`src/hdl/qsc_pkg.sv`:
```
/*
 * Shared constants and types for the switch trigger and fault core.
 * Assumes a 20 MHz core clock and comparator flags already synchronous.
 */
package qsc_pkg;
   // ==========================================================
   // Timing
   localparam int CLK_NS = 50;
   localparam int NS_PER_MS = 1000000;
   localparam int T_START_NS = 127500;
   localparam int T_SMIN_NS = 8500;
   localparam int T_AUTO_NS = 5000;
   localparam int T_ON_MAX_NS = 20000;
   localparam int T_DIM_MS = 15;
   localparam int T_MASK_MS = 30;
   localparam int T_PERSIST_MS = 70;
   localparam int T_RESTART_MS = 1;
   localparam int START_CYC = T_START_NS / CLK_NS;
   localparam int SMIN_CYC = (T_SMIN_NS + CLK_NS - 1) / CLK_NS;
   localparam int AUTO_CYC = (T_AUTO_NS + CLK_NS - 1) / CLK_NS;
   localparam int ON_MAX_CYC = T_ON_MAX_NS / CLK_NS;
   localparam int DIM_CYC = T_DIM_MS * NS_PER_MS / CLK_NS;
   localparam int MASK_CYC = T_MASK_MS * NS_PER_MS / CLK_NS;
   localparam int PERSIST_CYC = T_PERSIST_MS * NS_PER_MS / CLK_NS;
   localparam int RESTART_CYC = T_RESTART_MS * NS_PER_MS / CLK_NS;
   // Switching cycles that make "a few"
   localparam int FEW_CYC = 3;
   localparam int PER_W = 12;
   localparam int LT_W = 21;
   localparam int ON_W = 16;
   localparam int FEW_W = 2;

   // ==========================================================
   // Types
   typedef enum logic [1:0] {QSC_IDLE, QSC_WAIT, QSC_ON} qsc_state_t;

   typedef struct packed {
      logic valley;
      logic demag_ovp;
      logic demag_low;
      logic cs_over_limit;
      logic cs_over_short;
      logic cs_over_ext_hot;
      logic vdd_above_on;
      logic vdd_below_off;
      logic vdd_ovp;
      logic line_ovp;
      logic line_brown_out;
      logic line_brown_in;
      logic comp_overload;
      logic die_hot;
      logic die_cool;
      logic dim_below_dis;
   } qsc_sense_t;

   typedef struct packed {
      logic [1:0] cv_ref;
      logic [2:0] qr_delay;
   } qsc_setting_t;

   // Fault and long timer indices
   localparam int F_OVP = 0;
   localparam int F_SHORT = 1;
   localparam int F_DIODE = 2;
   localparam int F_VDD = 3;
   localparam int F_LINE_OV = 4;
   localparam int F_BROWN = 5;
   localparam int F_OLP = 6;
   localparam int F_DIE = 7;
   localparam int F_EXT = 8;
   localparam int NFAULT = 9;
   localparam int LT_DIM = 0;
   localparam int LT_MASK = 1;
   localparam int LT_BROWN = 2;
   localparam int LT_OLP = 3;
   localparam int LT_EXT = 4;
   localparam int NLT = 5;

   // ==========================================================
   // Register map
   localparam int ADDR_W = 8;
   localparam logic [ADDR_W-1:0] ADDR_CTRL = 8'h00;
   localparam logic [ADDR_W-1:0] ADDR_ON_TIME = 8'h04;
   localparam logic [ADDR_W-1:0] ADDR_STATUS = 8'h08;
   localparam logic [ADDR_W-1:0] ADDR_SETTING = 8'h0c;
   localparam int CTRL_RUN_BIT = 0;
   localparam logic CTRL_RUN_RST = 1'h1;
   localparam logic [ON_W-1:0] ON_TIME_RST = 16'h00c8;
   localparam int ST_FV_BIT = 9;
   localparam int ST_EN_BIT = 10;
   localparam int ST_DRV_BIT = 11;
   localparam int ST_MASK_BIT = 12;
   localparam int SET_QR_LSB = 2;
   localparam int SET_FAC_LSB = 8;
   localparam logic [7:0] DIM_LOW_CODE = 8'h1c;
   localparam logic [7:0] DIM_HIGH_CODE = 8'hd9;
endpackage

```
`src/hdl/qsc_switch_ctrl.sv`:
```
/*
 * Switch trigger and fault supervisor of a quasi-resonant LED driver,
 * with an APB register slave. Assumes comparator flags synchronous to
 * CORE_CLK and an external gate driver on SWITCH_DRIVE.
 */
// The address map and the APB slave port are this design's own decisions.
// Functional notes
// - Starter fires next pulse 127.5 us after interval start without valley.
// - 8.5 us minimum-period window from drive rise blocks valley triggers.
// - First valley after the window starts the next pulse.
// - Valley seen inside window, none after: fire 5 us after window end.
// - Dim input below disable level for 15 ms selects fixed voltage mode.
// - Demag overvoltage forces drive low; auto restart, re-trips if present.
// - Demag low with peak limit few cycles shuts down; restarts on recovery.
// - Short-circuit detection masked first 30 ms after supply turn-on.
// - Current above diode-short level stops drive within few cycles.
// - Enable above turn-on level, disable below turn-off level.
// - Supply overvoltage stops drive; resumes when supply normal.
// - Line overvoltage current for few cycles shuts drive off.
// - Brown-out for 70 ms shuts down until brown-in.
// - Loop error at overload level for 70 ms turns switch off.
// - Die above hot level shuts down until below cool level.
// - Current sense above ext hot level in off time 70 ms shuts down.
// - Regulation factor linear in averaged dim level between thresholds.
// - After startup latch voltage reference and valley delay settings.
`timescale 1ns/100ps
module qsc_switch_ctrl import qsc_pkg::*; #(
   parameter int unsigned DIM_LIM = DIM_CYC,
   parameter int unsigned MASK_LIM = MASK_CYC,
   parameter int unsigned PERSIST_LIM = PERSIST_CYC,
   parameter int unsigned RESTART_LIM = RESTART_CYC
) (
   input wire logic CORE_CLK,
   input wire logic RST_N,
   input wire logic CE,
   input wire qsc_sense_t SENSE,
   input wire logic [7:0] DIM_LEVEL,
   input wire qsc_setting_t SETTING_IN,
   input wire logic PSEL,
   input wire logic PENABLE,
   input wire logic PWRITE,
   input wire logic [ADDR_W-1:0] PADDR,
   input wire logic [31:0] PWDATA,
   output logic [31:0] PRDATA,
   output logic PREADY,
   output logic PSLVERR,
   output logic SWITCH_DRIVE,
   output logic FIXED_VOLTAGE_MODE,
   output logic DEVICE_ENABLED,
   output logic [7:0] CURRENT_REG_FACTOR,
   output qsc_setting_t SETTING_OUT
);
   // ==========================================================
   // Declarations
   localparam logic [PER_W-1:0] P_SMIN = PER_W'(SMIN_CYC);
   localparam logic [PER_W-1:0] P_AUTO = PER_W'(SMIN_CYC + AUTO_CYC - 1);
   localparam logic [PER_W-1:0] P_START = PER_W'(START_CYC - 1);
   localparam logic [ON_W-1:0] P_ON_MAX = ON_W'(ON_MAX_CYC);
   localparam logic [LT_W-1:0] P_RESTART = LT_W'(RESTART_LIM);
   localparam int unsigned LT_LIM [NLT] =
      '{DIM_LIM, MASK_LIM, PERSIST_LIM, PERSIST_LIM, PERSIST_LIM};

   qsc_state_t state_reg;
   logic [PER_W-1:0] per_cnt_reg;
   logic [ON_W-1:0] on_cnt_reg;
   logic seen_valley_reg;
   logic en_reg;
   logic en_q_reg;
   logic run_reg;
   logic [ON_W-1:0] on_time_reg;
   logic [NFAULT-1:0] fault_reg;
   logic [LT_W-1:0] lt_cnt_reg [NLT];
   logic [NLT-1:0] lt_cond;
   logic [NLT-1:0] lt_done;
   logic [FEW_W-1:0] few_cnt_reg [2];
   logic [1:0] few_cond;
   logic [1:0] few_done;
   logic [LT_W-1:0] restart_cnt_reg;
   logic restart_done;
   logic [NFAULT-1:0] fset;
   logic [NFAULT-1:0] frel;
   logic run_ok;
   logic fire;
   logic start_pulse;
   logic ready_reg;
   logic [31:0] prdata_reg;
   logic [31:0] rd_next;
   logic wr_en;
   logic [ON_W-1:0] on_time_next;

   function automatic logic hit(input logic [ADDR_W-1:0] a,
                                input logic [ADDR_W-1:0] off);
      hit = (a == off);
   endfunction

   function automatic logic mapped(input logic [ADDR_W-1:0] a);
      mapped = hit(a, ADDR_CTRL) | hit(a, ADDR_ON_TIME) |
               hit(a, ADDR_STATUS) | hit(a, ADDR_SETTING);
   endfunction

   // ==========================================================
   // APB slave
   // Ready is held off while CE is low so no write is lost
   assign PREADY = ready_reg & PENABLE & CE;
   assign PSLVERR = PREADY & ~mapped(PADDR);
   assign PRDATA = prdata_reg;
   assign wr_en = PSEL & PENABLE & PWRITE & PREADY;

   always_comb begin
      rd_next = 32'h0;
      if (hit(PADDR, ADDR_CTRL)) begin
         rd_next[CTRL_RUN_BIT] = run_reg;
      end else if (hit(PADDR, ADDR_ON_TIME)) begin
         rd_next[ON_W-1:0] = on_time_reg;
      end else if (hit(PADDR, ADDR_STATUS)) begin
         rd_next[NFAULT-1:0] = fault_reg;
         rd_next[ST_FV_BIT] = FIXED_VOLTAGE_MODE;
         rd_next[ST_EN_BIT] = en_reg;
         rd_next[ST_DRV_BIT] = SWITCH_DRIVE;
         rd_next[ST_MASK_BIT] = ~lt_done[LT_MASK];
      end else if (hit(PADDR, ADDR_SETTING)) begin
         rd_next[1:0] = SETTING_OUT.cv_ref;
         rd_next[SET_QR_LSB +: 3] = SETTING_OUT.qr_delay;
         rd_next[SET_FAC_LSB +: 8] = CURRENT_REG_FACTOR;
      end
   end

   always_ff @(posedge CORE_CLK) begin
      if (!RST_N) begin
         ready_reg <= 1'b0;
         prdata_reg <= 32'h0;
      end else if (CE) begin
         if (PSEL && PENABLE && ready_reg) begin
            ready_reg <= 1'b0;
         end else if (PSEL) begin
            ready_reg <= 1'b1;
            prdata_reg <= rd_next;
         end
      end
   end

   // Zero on-time would stall the pulse, so it is clamped
   always_comb begin
      on_time_next = PWDATA[ON_W-1:0];
      if (on_time_next == '0) begin
         on_time_next = ON_W'(1);
      end else if (on_time_next > P_ON_MAX) begin
         on_time_next = P_ON_MAX;
      end
   end

   always_ff @(posedge CORE_CLK) begin
      if (!RST_N) begin
         run_reg <= CTRL_RUN_RST;
         on_time_reg <= ON_TIME_RST;
      end else if (CE && wr_en) begin
         if (hit(PADDR, ADDR_CTRL)) begin
            run_reg <= PWDATA[CTRL_RUN_BIT];
         end
         if (hit(PADDR, ADDR_ON_TIME)) begin
            on_time_reg <= on_time_next;
         end
      end
   end

   // ==========================================================
   // Supply lockout and startup settings
   always_ff @(posedge CORE_CLK) begin
      if (!RST_N) begin
         en_reg <= 1'b0;
         en_q_reg <= 1'b0;
         SETTING_OUT <= '0;
      end else if (CE) begin
         if (SENSE.vdd_above_on) begin
            en_reg <= 1'b1;
         end else if (SENSE.vdd_below_off) begin
            en_reg <= 1'b0;
         end
         en_q_reg <= en_reg;
         if (en_reg && !en_q_reg) begin
            SETTING_OUT <= SETTING_IN;
         end
      end
   end
   assign DEVICE_ENABLED = en_reg;

   // ==========================================================
   // Persistence timers
   assign lt_cond[LT_DIM] = SENSE.dim_below_dis;
   assign lt_cond[LT_MASK] = en_reg;
   assign lt_cond[LT_BROWN] = en_reg & SENSE.line_brown_out;
   assign lt_cond[LT_OLP] = en_reg & SENSE.comp_overload;
   // External hot is only meaningful while the switch is off
   assign lt_cond[LT_EXT] = en_reg & SENSE.cs_over_ext_hot & ~SWITCH_DRIVE;

   generate
      for (genvar i = 0; i < NLT; i++) begin : g_lt
         assign lt_done[i] = (lt_cnt_reg[i] == LT_W'(LT_LIM[i]));
         always_ff @(posedge CORE_CLK) begin
            if (!RST_N) begin
               lt_cnt_reg[i] <= '0;
            end else if (CE) begin
               if (!lt_cond[i]) begin
                  lt_cnt_reg[i] <= '0;
               end else if (!lt_done[i]) begin
                  lt_cnt_reg[i] <= lt_cnt_reg[i] + LT_W'(1);
               end
            end
         end
      end
   endgenerate

   // Few-switching-cycle qualifiers, counted on each pulse start
   assign few_cond[0] = SENSE.demag_low & SENSE.cs_over_limit;
   assign few_cond[1] = SENSE.line_ovp;

   generate
      for (genvar j = 0; j < 2; j++) begin : g_few
         assign few_done[j] = (few_cnt_reg[j] == FEW_W'(FEW_CYC));
         always_ff @(posedge CORE_CLK) begin
            if (!RST_N) begin
               few_cnt_reg[j] <= '0;
            end else if (CE) begin
               if (!few_cond[j] || !en_reg) begin
                  few_cnt_reg[j] <= '0;
               end else if (start_pulse && !few_done[j]) begin
                  few_cnt_reg[j] <= few_cnt_reg[j] + FEW_W'(1);
               end
            end
         end
      end
   endgenerate

   // ==========================================================
   // Fault supervisor
   // Auto-restart faults hold off for a restart time before release
   always_ff @(posedge CORE_CLK) begin
      if (!RST_N) begin
         restart_cnt_reg <= '0;
      end else if (CE) begin
         if (!(fault_reg[F_OVP] | fault_reg[F_SHORT] | fault_reg[F_OLP])) begin
            restart_cnt_reg <= '0;
         end else if (!restart_done) begin
            restart_cnt_reg <= restart_cnt_reg + LT_W'(1);
         end
      end
   end
   assign restart_done = (restart_cnt_reg == P_RESTART);

   always_comb begin
      fset[F_OVP] = SENSE.demag_ovp;
      frel[F_OVP] = restart_done;
      fset[F_SHORT] = few_done[0] & lt_done[LT_MASK];
      frel[F_SHORT] = restart_done & ~SENSE.demag_low;
      fset[F_DIODE] = SENSE.cs_over_short;
      frel[F_DIODE] = ~SENSE.cs_over_short;
      fset[F_VDD] = SENSE.vdd_ovp;
      frel[F_VDD] = ~SENSE.vdd_ovp;
      fset[F_LINE_OV] = few_done[1];
      frel[F_LINE_OV] = ~SENSE.line_ovp;
      fset[F_BROWN] = lt_done[LT_BROWN];
      frel[F_BROWN] = SENSE.line_brown_in;
      fset[F_OLP] = lt_done[LT_OLP];
      frel[F_OLP] = restart_done & ~SENSE.comp_overload;
      fset[F_DIE] = SENSE.die_hot;
      frel[F_DIE] = SENSE.die_cool;
      fset[F_EXT] = lt_done[LT_EXT];
      frel[F_EXT] = ~SENSE.cs_over_ext_hot;
   end

   // Lockout clears every protection; set wins over release
   generate
      for (genvar k = 0; k < NFAULT; k++) begin : g_flt
         always_ff @(posedge CORE_CLK) begin
            if (!RST_N) begin
               fault_reg[k] <= 1'b0;
            end else if (CE) begin
               if (!en_reg) begin
                  fault_reg[k] <= 1'b0;
               end else if (fset[k]) begin
                  fault_reg[k] <= 1'b1;
               end else if (frel[k]) begin
                  fault_reg[k] <= 1'b0;
               end
            end
         end
      end
   endgenerate

   // ==========================================================
   // Dimming and mode
   always_ff @(posedge CORE_CLK) begin
      if (!RST_N) begin
         FIXED_VOLTAGE_MODE <= 1'b0;
         CURRENT_REG_FACTOR <= 8'h00;
      end else if (CE) begin
         FIXED_VOLTAGE_MODE <= lt_done[LT_DIM];
         if (DIM_LEVEL <= DIM_LOW_CODE) begin
            CURRENT_REG_FACTOR <= 8'h00;
         end else if (DIM_LEVEL >= DIM_HIGH_CODE) begin
            CURRENT_REG_FACTOR <= DIM_HIGH_CODE - DIM_LOW_CODE;
         end else begin
            CURRENT_REG_FACTOR <= DIM_LEVEL - DIM_LOW_CODE;
         end
      end
   end

   // ==========================================================
   // Switch trigger
   assign run_ok = en_reg & run_reg & ~|fault_reg;
   assign fire = (per_cnt_reg >= P_SMIN && SENSE.valley) ||
                 (seen_valley_reg && per_cnt_reg >= P_AUTO) ||
                 (per_cnt_reg >= P_START);
   assign start_pulse = (state_reg == QSC_WAIT) & run_ok & fire;

   always_ff @(posedge CORE_CLK) begin
      if (!RST_N) begin
         state_reg <= QSC_IDLE;
         SWITCH_DRIVE <= 1'b0;
         per_cnt_reg <= '0;
         on_cnt_reg <= '0;
         seen_valley_reg <= 1'b0;
      end else if (CE) begin
         if (per_cnt_reg != '1) begin
            per_cnt_reg <= per_cnt_reg + PER_W'(1);
         end
         case (state_reg)
            QSC_IDLE: begin
               SWITCH_DRIVE <= 1'b0;
               per_cnt_reg <= '0;
               seen_valley_reg <= 1'b0;
               if (run_ok) begin
                  state_reg <= QSC_WAIT;
               end
            end
            QSC_WAIT: begin
               if (!run_ok) begin
                  state_reg <= QSC_IDLE;
               end else if (fire) begin
                  state_reg <= QSC_ON;
                  SWITCH_DRIVE <= 1'b1;
                  per_cnt_reg <= '0;
                  on_cnt_reg <= '0;
                  seen_valley_reg <= 1'b0;
               end else if (SENSE.valley && per_cnt_reg < P_SMIN) begin
                  seen_valley_reg <= 1'b1;
               end
            end
            QSC_ON: begin
               on_cnt_reg <= on_cnt_reg + ON_W'(1);
               if (!run_ok) begin
                  state_reg <= QSC_IDLE;
                  SWITCH_DRIVE <= 1'b0;
               end else if (on_cnt_reg >= on_time_reg - ON_W'(1) ||
                            SENSE.cs_over_limit) begin
                  state_reg <= QSC_WAIT;
                  SWITCH_DRIVE <= 1'b0;
               end
            end
            default: begin
               state_reg <= QSC_IDLE;
               SWITCH_DRIVE <= 1'b0;
            end
         endcase
      end
   end
endmodule // qsc_switch_ctrl

```
`config.mk`:
```
export PLATFORM = sky130hd
export DESIGN_NAME = qsc_switch_ctrl
export DESIGN_NICKNAME = d
export VERILOG_FILES = /design/src/hdl/qsc_pkg.sv /design/src/hdl/qsc_switch_ctrl.sv
export SDC_FILE = /design/constraint.sdc
export NUM_CORES = 1
export LEC_CHECK = 0
export BUFFER_PORTS_ARGS = -buffer_cell sky130_fd_sc_hd__buf_2
export CORE_ASPECT_RATIO = 1.2
export CORE_MARGIN = 1.5
export CORE_UTILIZATION = 45
export DETAILED_ROUTE_END_ITERATION = 10
export PLACE_DENSITY = 0.64
export SLEW_MARGIN = 20
export SYNTH_ARGS = -nofsm -noshare
export SYNTH_HDL_FRONTEND = slang
export SYNTH_SLANG_ARGS = --single-unit
```
`constraint.sdc`:
```
create_clock -name CORE_CLK -period 3.2 [get_ports CORE_CLK]
set_input_delay 0.32 -clock CORE_CLK [delete_from_list [all_inputs] [get_ports CORE_CLK]]
set_output_delay 0.32 -clock CORE_CLK [all_outputs]
set_load 0.005 [all_outputs]
```
==> summary.txt, run 1 <==
Clock tree
  – Clock insertion delay at the later pin of the skew report: 0.53 ns
  – Root Driver: clkbuf_16
  – Hold buffers post-CTS: 0
  – Clock Sinks: about 220
  – Clock Path Buffers: 3
  – H-tree level count: 1
  – Total CTS buffers: 25
  – CTS tree: yes
  – Clock-pin slew of the registers on the worst-case setup and hold paths: about 0.060 ns

GRT
  – GRT Resource Usage Total: 0.207
  – Initial antenna violation count: 1
  – Largest net degree at the start of global routing: 40
  – First-pass GRT wire length: between 40000 and 50000 µm
  – Vias in the first global route: 9589
  – Grt ovf: 0

Die
  – Initial Util: 0.456
  – IO Pins: 125
  – Die ar.: 28300 µm²
  – Die W: 154 µm
  – Die height: 184 µm
  – Std-Cell Rows: 66
  – CORE AREA: 26900 µm²

Placed design
  – Final RePlAce weighted congestion: around 0.88
  – Dpl cell area: 13200 µm²
  – HPWL Detailed: 20500 µm
  – Placed Instances: approximately 1800
  – # port buffers: a little over 90

Routing
  – First-pass DRT Iterations: 5
  – Via count: 9899
  – Post-route DRC: 0
  – Antenna Nets Post-Route: 0
  – DR WL/cell: 16.0 µm
  – Initial drt markers: 471
  – Drt total wl: slightly below 30000 µm
  – Vias per inst: 5.43

STA
  – Endpoints failing setup: 14
  – Fin crit period: 3.27 ns
  – Final hold violation count: 0
  – Achievable clock frequency: 0.306 GHz
  – Post-route clock period utilization: 1.02
  – Relative slew slack: 0.342
  – Max Slew Vio Count: 0
  – RSZ-0062 raised after global routing: yes
  – Fin worst setup slack: -0.0681 ns
  – Clock skew: a little under 0.01 ns
  – Slew @ Worst Pin: 0.975 ns

Worst setup path
  – Slowest cell on crit path: o2111a_2
  – CP Max Fanout: 7
  – Max incr delay on CP: ~0.42 ns
  – Type of destination of the critical path: register
  – CP arrival: 3.66 ns
  – Worst Path Required: 3.59 ns
  – Startpoint types: register
  – CP delay by family, top: compound AO/OA/AOI/OAI gates
  – Setup Crit Path Kind: reg2reg
  – Crit-path most repeated cell: buf_4
  – Worst path cell trace: inv_2, ha_4, nor3b_4, buf_4, nand2_1, or2_4, nor4_2, buf_4, xnor2_1, ha_1, and3_1, o21ai_0, a211o_1, a41oi_2, o2111a_2, nor4_1
  – CP Buf/Inv Count: 3

Cells and area
  – Layout net count: 1577
  – Max reg flops: ~110
  – Area grow syn2layout: 16.5%
  – Non-filler cells in the finished layout: roughly 1800
  – Most frequent cells in the layout: nor2_1, nand2_1, dfxtp_1, edfxtp_1, buf_2
  – Filler cell count: approximately 2500
  – Layout cells sized above 1: 0.160
  – Commonest non-fill, non-tap cell in the layout: nor2_1
  – Post-route cell area: approximately 14000 µm²

Min path
  – Hold Crit Class: in2reg

Yosys
  – EDFF count, synth: 109
  – Synth warn: 0
  – Top_reg_cell synth: dfxtp_1
  – Yosys reg bits: around 220
  – Part of the Yosys area used for sequential elements: 0.450
  – Distinct cells, synth: 72
  – Post-Syn Instances: approximately 1400
  – Share of flip-flops with an asynchronous set or reset: 0
  – Synth Cell Area: 12300 µm²
  – Synthesized area per cell: 9.08 µm²

Flow run
  – Max-cap viol count: 0

Power
  – PD cells: roughly 440 nW/µm²
  – Static Leakage: 5.27 nW
  – Worst IR Drop VDD: 427 µV

Run status
  – Status: finished with violations
  – Failing checks: negative setup slack
[layout make-up]
class	count	area, µm²	area share
multi-input cells	1027	6520	0.456
repair buffers	138	818	0.0572
diodes	1	2.50	0.000175
inverters	51	191	0.0134
flip-flops and latches	221	5520	0.386
well taps	340	425	0.0298
clock buffers	35	724	0.0507
clock inverters	11	90.1	0.00630
[metal layers]
metal  routed length [µm]  global-route usage
met1                13000               0.261
met2                14400               0.369
met3                 1200              0.0311
met4                  515              0.0548
met5                    0                   0
[Yosys cell counts, drive strengths merged (4+ instances only)]
| cell type | number | share of area |
|---|---|---|
| a21boi | 4 | 0.0024 |
| nor2 | 221 | 0.068 |
| o21ai | 39 | 0.016 |
| nand3 | 77 | 0.031 |
| a22oi | 17 | 0.010 |
| dfxtp | 112 | 0.18 |
| and2 | 16 | 0.0082 |
| inv | 51 | 0.016 |
| xor2 | 70 | 0.050 |
| or2 | 5 | 0.0026 |
| a21oi | 57 | 0.024 |
| a21o | 7 | 0.0043 |
| nor4 | 27 | 0.015 |
| nor3 | 35 | 0.014 |
| mux2i | 21 | 0.017 |
| nand4 | 25 | 0.013 |
| and3 | 43 | 0.022 |
| nand2 | 112 | 0.034 |
| nor3b | 6 | 0.0037 |
| o21a | 7 | 0.0043 |
| nor2b | 15 | 0.0077 |
| a2111oi | 5 | 0.0062 |
| or4 | 7 | 0.0046 |
| nand2b | 5 | 0.0026 |
| and4 | 10 | 0.0071 |
| buf | 25 | 0.013 |
| xnor2 | 57 | 0.041 |
| ha | 38 | 0.039 |
| nor4bb | 6 | 0.0049 |
| clkbuf | 43 | 0.013 |
| nor4b | 8 | 0.0057 |
| edfxtp | 109 | 0.27 |
| or3 | 18 | 0.0092 |
| mux2 | 11 | 0.010 |
[through the flow]
stage          setup TNS (ns)  utilization  total power [W]  worst slack [ns]  hold WS (ns)
2_1_floorplan          -0.249            -          0.00341           -0.0366         0.444
3_3_place_gp            -1.74        0.491          0.00355            -0.144         0.456
3_5_place_dp            -2.37        0.491          0.00356            -0.229         0.459
4_1_cts               -0.0611        0.527          0.00640           -0.0203        0.0112
5_1_grt                 -3.20        0.531          0.00657            -0.227        0.0313
6_report               -0.696        0.531          0.00633           -0.0681        0.0255
[cells by family (layout without fill, tap and decap cells)]
| kind of cell | after synthesis | after routing | share of synthesized area |
|---|---|---|---|
| xor gates and xnor gates | 127 | 127 | 0.0907 |
| and+or+nand+nor | 641 | 641 | 0.257 |
| buffers and inverters | 119 | 235 | 0.0421 |
| AOI/OAI and AO/OA | 171 | 172 | 0.0922 |
| adders and majority gates | 38 | 38 | 0.0388 |
| muxes | 33 | 33 | 0.0291 |
| DFF | 221 | 221 | 0.450 |
| other | 1 | 17 | 0.000306 |
[worst min-delay path: stages]
cell	delay, ns
buf_2	0.08
a21oi_1	0.05
nor2_1	0.07
[final timing paths]
kind | cells after the start | from | slack [ns] | endpoint
setup / recovery | 16 | on_time_reg[1] | -0.07 | on_cnt_reg[9]
hold / removal | 3 | SENSE[11] | 0.03 | fault_reg[2]
setup reg to reg | 16 | on_time_reg[1] | -0.07 | on_cnt_reg[9]
hold reg to reg | 2 | en_q_reg | 0.48 | en_q_reg
[what timing repair did]
action                                  4_1_cts  5_1_grt
pin swaps                                    18        6
gates resized for setup                      22       11
setup buffers                                 6        3
endpoints found under the setup margin       17       17
gates cloned                                  1        0
[where the power goes]
group,switching [W],internal [W]
sequential,0.0000894,0.00305
clock,0.00116,0.00166
combinational,0.000220,0.000146
total,0.00147,0.00486
Note: power is estimated with default switching activity, not from simulation.
==> inputs of run 2 (changes only) <==
Settings changed: CORE_UTILIZATION 45 to 54, PLACE_DENSITY 0.64 to 0.75.
==> run 2 against run 1 <==
  * The flow still finishes with violations (negative setup slack)
  * Via count up 1.3%
  * Fmax is 0.75% higher
  * Sequential power about the same
  * Critical path type unchanged
  * Clock power decreased by 6%
  * Sequential share of layout area rose by 0.80 points
  * Routed wire length shrank 4.9%
  * Combinational power down 2%
  * Sequential cell count did not move
  * Largest cell class unchanged
  * Critical path depth decreased by 2
  * Hold slack better by 0.0014 ns
==> summary.txt, run 2 (synthesis results as in run 1) <==
Run status
  – Status: finished with violations
  – Failing checks: negative setup slack

Power
  – PD cells: 441 nW/µm²
  – Worst IR Drop VDD: roughly 430 µV
  – Static Leakage: 5.18 nW

Cells and area
  – Max reg flops: 105
  – Layout cells sized above 1: 0.145
  – Register area: 5520 µm²
  – Layout net count: 1568
  – Area grow syn2layout: 14.1%
  – Area of the multi-input gates: 6420 µm²
  – Commonest non-fill, non-tap cell in the layout: nor2_1
  – Filler cell count: 1875
  – Most frequent cells in the layout: nor2_1, nand2_1, dfxtp_1

STA
  – Final hold violation count: 0
  – Max Slew Vio Count: 0
  – Fin crit period: 3.24 ns
  – RSZ-0062 raised after global routing: yes
  – Fin worst setup slack: -0.0439 ns
  – Post-route clock period utilization: 1.01
  – Worst hold-check slack: 0.0270 ns
  – Setup tns final: -0.0794 ns
  – Relative slew slack: 0.346
  – Clock skew: 0.00764 ns
  – Achievable clock frequency: 0.308 GHz
  – Endpoints failing setup: 4
  – Slew @ Worst Pin: 0.968 ns

Worst setup path
  – Crit-path most repeated cell: nor4_4
  – CP Buf/Inv Count: 1
  – CP arrival: between 3 and 4 ns
  – CP Max Fanout: 7
  – Critical R2R Capture: on_cnt_reg[2]
  – Slowest cell on crit path: or4_4
  – Worst Path Required: 3.64 ns
  – Type of destination of the critical path: register
  – CP Launch Point: on_time_reg[3]
  – Cell depth of the worst setup path: 14
  – Reg2reg setup slack: -0.04 ns
  – R2R depth: 14
  – Worst path cell trace: or4_4, nor4_4, nand2_1, or2_4, nor4_4, xnor2_1, ha_1, a21oi_1, nor2b_1, o21ai_1, a21boi_2, o2111a_2, buf_6, nor4b_2
  – Startpoint types: register
  – Setup crit end: on_cnt_reg[2]
  – CP delay by family, top: simple AND/OR/NAND/NOR gates
  – Setup Crit Path Kind: reg2reg
  – Max incr delay on CP: 0.54 ns
  – R2R Path Start: on_time_reg[3]

Routing
  – First-pass DRT Iterations: 6
  – DR WL/cell: 15.8 µm
  – Vias per inst: 5.72
  – Drt total wl: 27700 µm
  – Via count: approximately 10000
  – Initial drt markers: 595
  – Post-route DRC: 0
  – Antenna Nets Post-Route: 0

Placed design
  – Final RePlAce weighted congestion: between 0.8 and 0.9
  – HPWL Detailed: 19800 µm
  – # port buffers: 92

Clock tree
  – Root Driver: clkbuf_16
  – Total CTS buffers: 24
  – Clock Sinks: 221
  – Hold buffers post-CTS: 0
  – Clock Path Buffers: 3
  – Clock-pin slew of the registers on the worst-case setup and hold paths: 0.06 ns
  – Clock insertion delay at the later pin of the skew report: 0.52 ns
  – CTS tree: yes
  – H-tree level count: 1

GRT
  – Grt ovf: 0
  – GRT Resource Usage Total: 0.234
  – Largest net degree at the start of global routing: 40
  – First-pass GRT wire length: about 46000 µm
  – Initial antenna violation count: 2
  – Vias in the first global route: 9584

Min path
  – Hold Crit Class: in2reg

Die
  – Die ar.: 23600 µm²
  – CORE AREA: between 20000 and 25000 µm²
  – Initial Util: 0.548
  – IO Pins: approximately 130
  – Die W: 141 µm
  – Die height: 168 µm
  – Std-Cell Rows: 60

Flow run
  – Max-cap viol count: 0
run 2: how the worst min path moves through the flow:
stage                           endpoint  startpoint  cells past startpoint  slack [ns]
after floorplan           on_time_reg[3]   PWDATA[3]                      2        0.44
after global placement          en_q_reg    en_q_reg                      2        0.45
after detailed placement      PRDATA[12]  PRDATA[12]                      2        0.46
after CTS                   fault_reg[3]    SENSE[7]                      3        0.01
after global routing        fault_reg[2]   SENSE[11]                      3        0.03
final                       fault_reg[2]   SENSE[11]                      3        0.03
run 2: routing by layer:
layer  share of wire  GRT usage
met1            0.44      0.298
met2            0.49      0.409
met3           0.044     0.0321
met4           0.024     0.0788
met5               0          0
run 2: report_power, final:
part           switching [W]  internal [W]  total [W]  leakage, nW
logic               0.000216      0.000143   0.000359         2.69
registers          0.0000885       0.00305    0.00314         2.12
clock network        0.00114       0.00153    0.00267        0.379
run 2: layout make-up:
cell class | instances | share of cell area
Timing Repair Buffer | 131 | 0.0543
Inverter | 51 | 0.0137
Antenna cell | 2 | 0.000357
Tap cell | 279 | 0.0249
Multi-Input combinational cell | 1026 | 0.459
Clock inverter | 14 | 0.00715
Clock buffer | 30 | 0.0467
Sequential cell | 221 | 0.394
run 2: per-stage QoR:
step           cells  instance area [µm²]  power (W)  setup slack, ns   util
2_1_floorplan   1366                12400    0.00341          -0.0366      -
3_3_place_gp    1706                13100    0.00354           -0.114  0.587
3_5_place_dp    1706                13100    0.00355           -0.189  0.587
4_1_cts         1750                13900    0.00622         -0.00519  0.622
5_1_grt         1754                14000    0.00638           -0.212  0.626
6_report        1754                14000    0.00617          -0.0439  0.626
run 2: worst min-delay path: cells and delay by family:
family,cells,cell delay [ns]
AO/OA/AOI/OAI,1,0.05
buffers and inverters,1,0.07
AND/OR/NAND/NOR,1,0.07
run 2: repair_timing:
action / in CTS / in global routing
setup buffers: 0 / 2
gates resized for setup: 6 / 12
endpoints found under the setup margin: 16 / 17
endpoints found under the hold margin: 0 / 0
pin swaps: 10 / 6
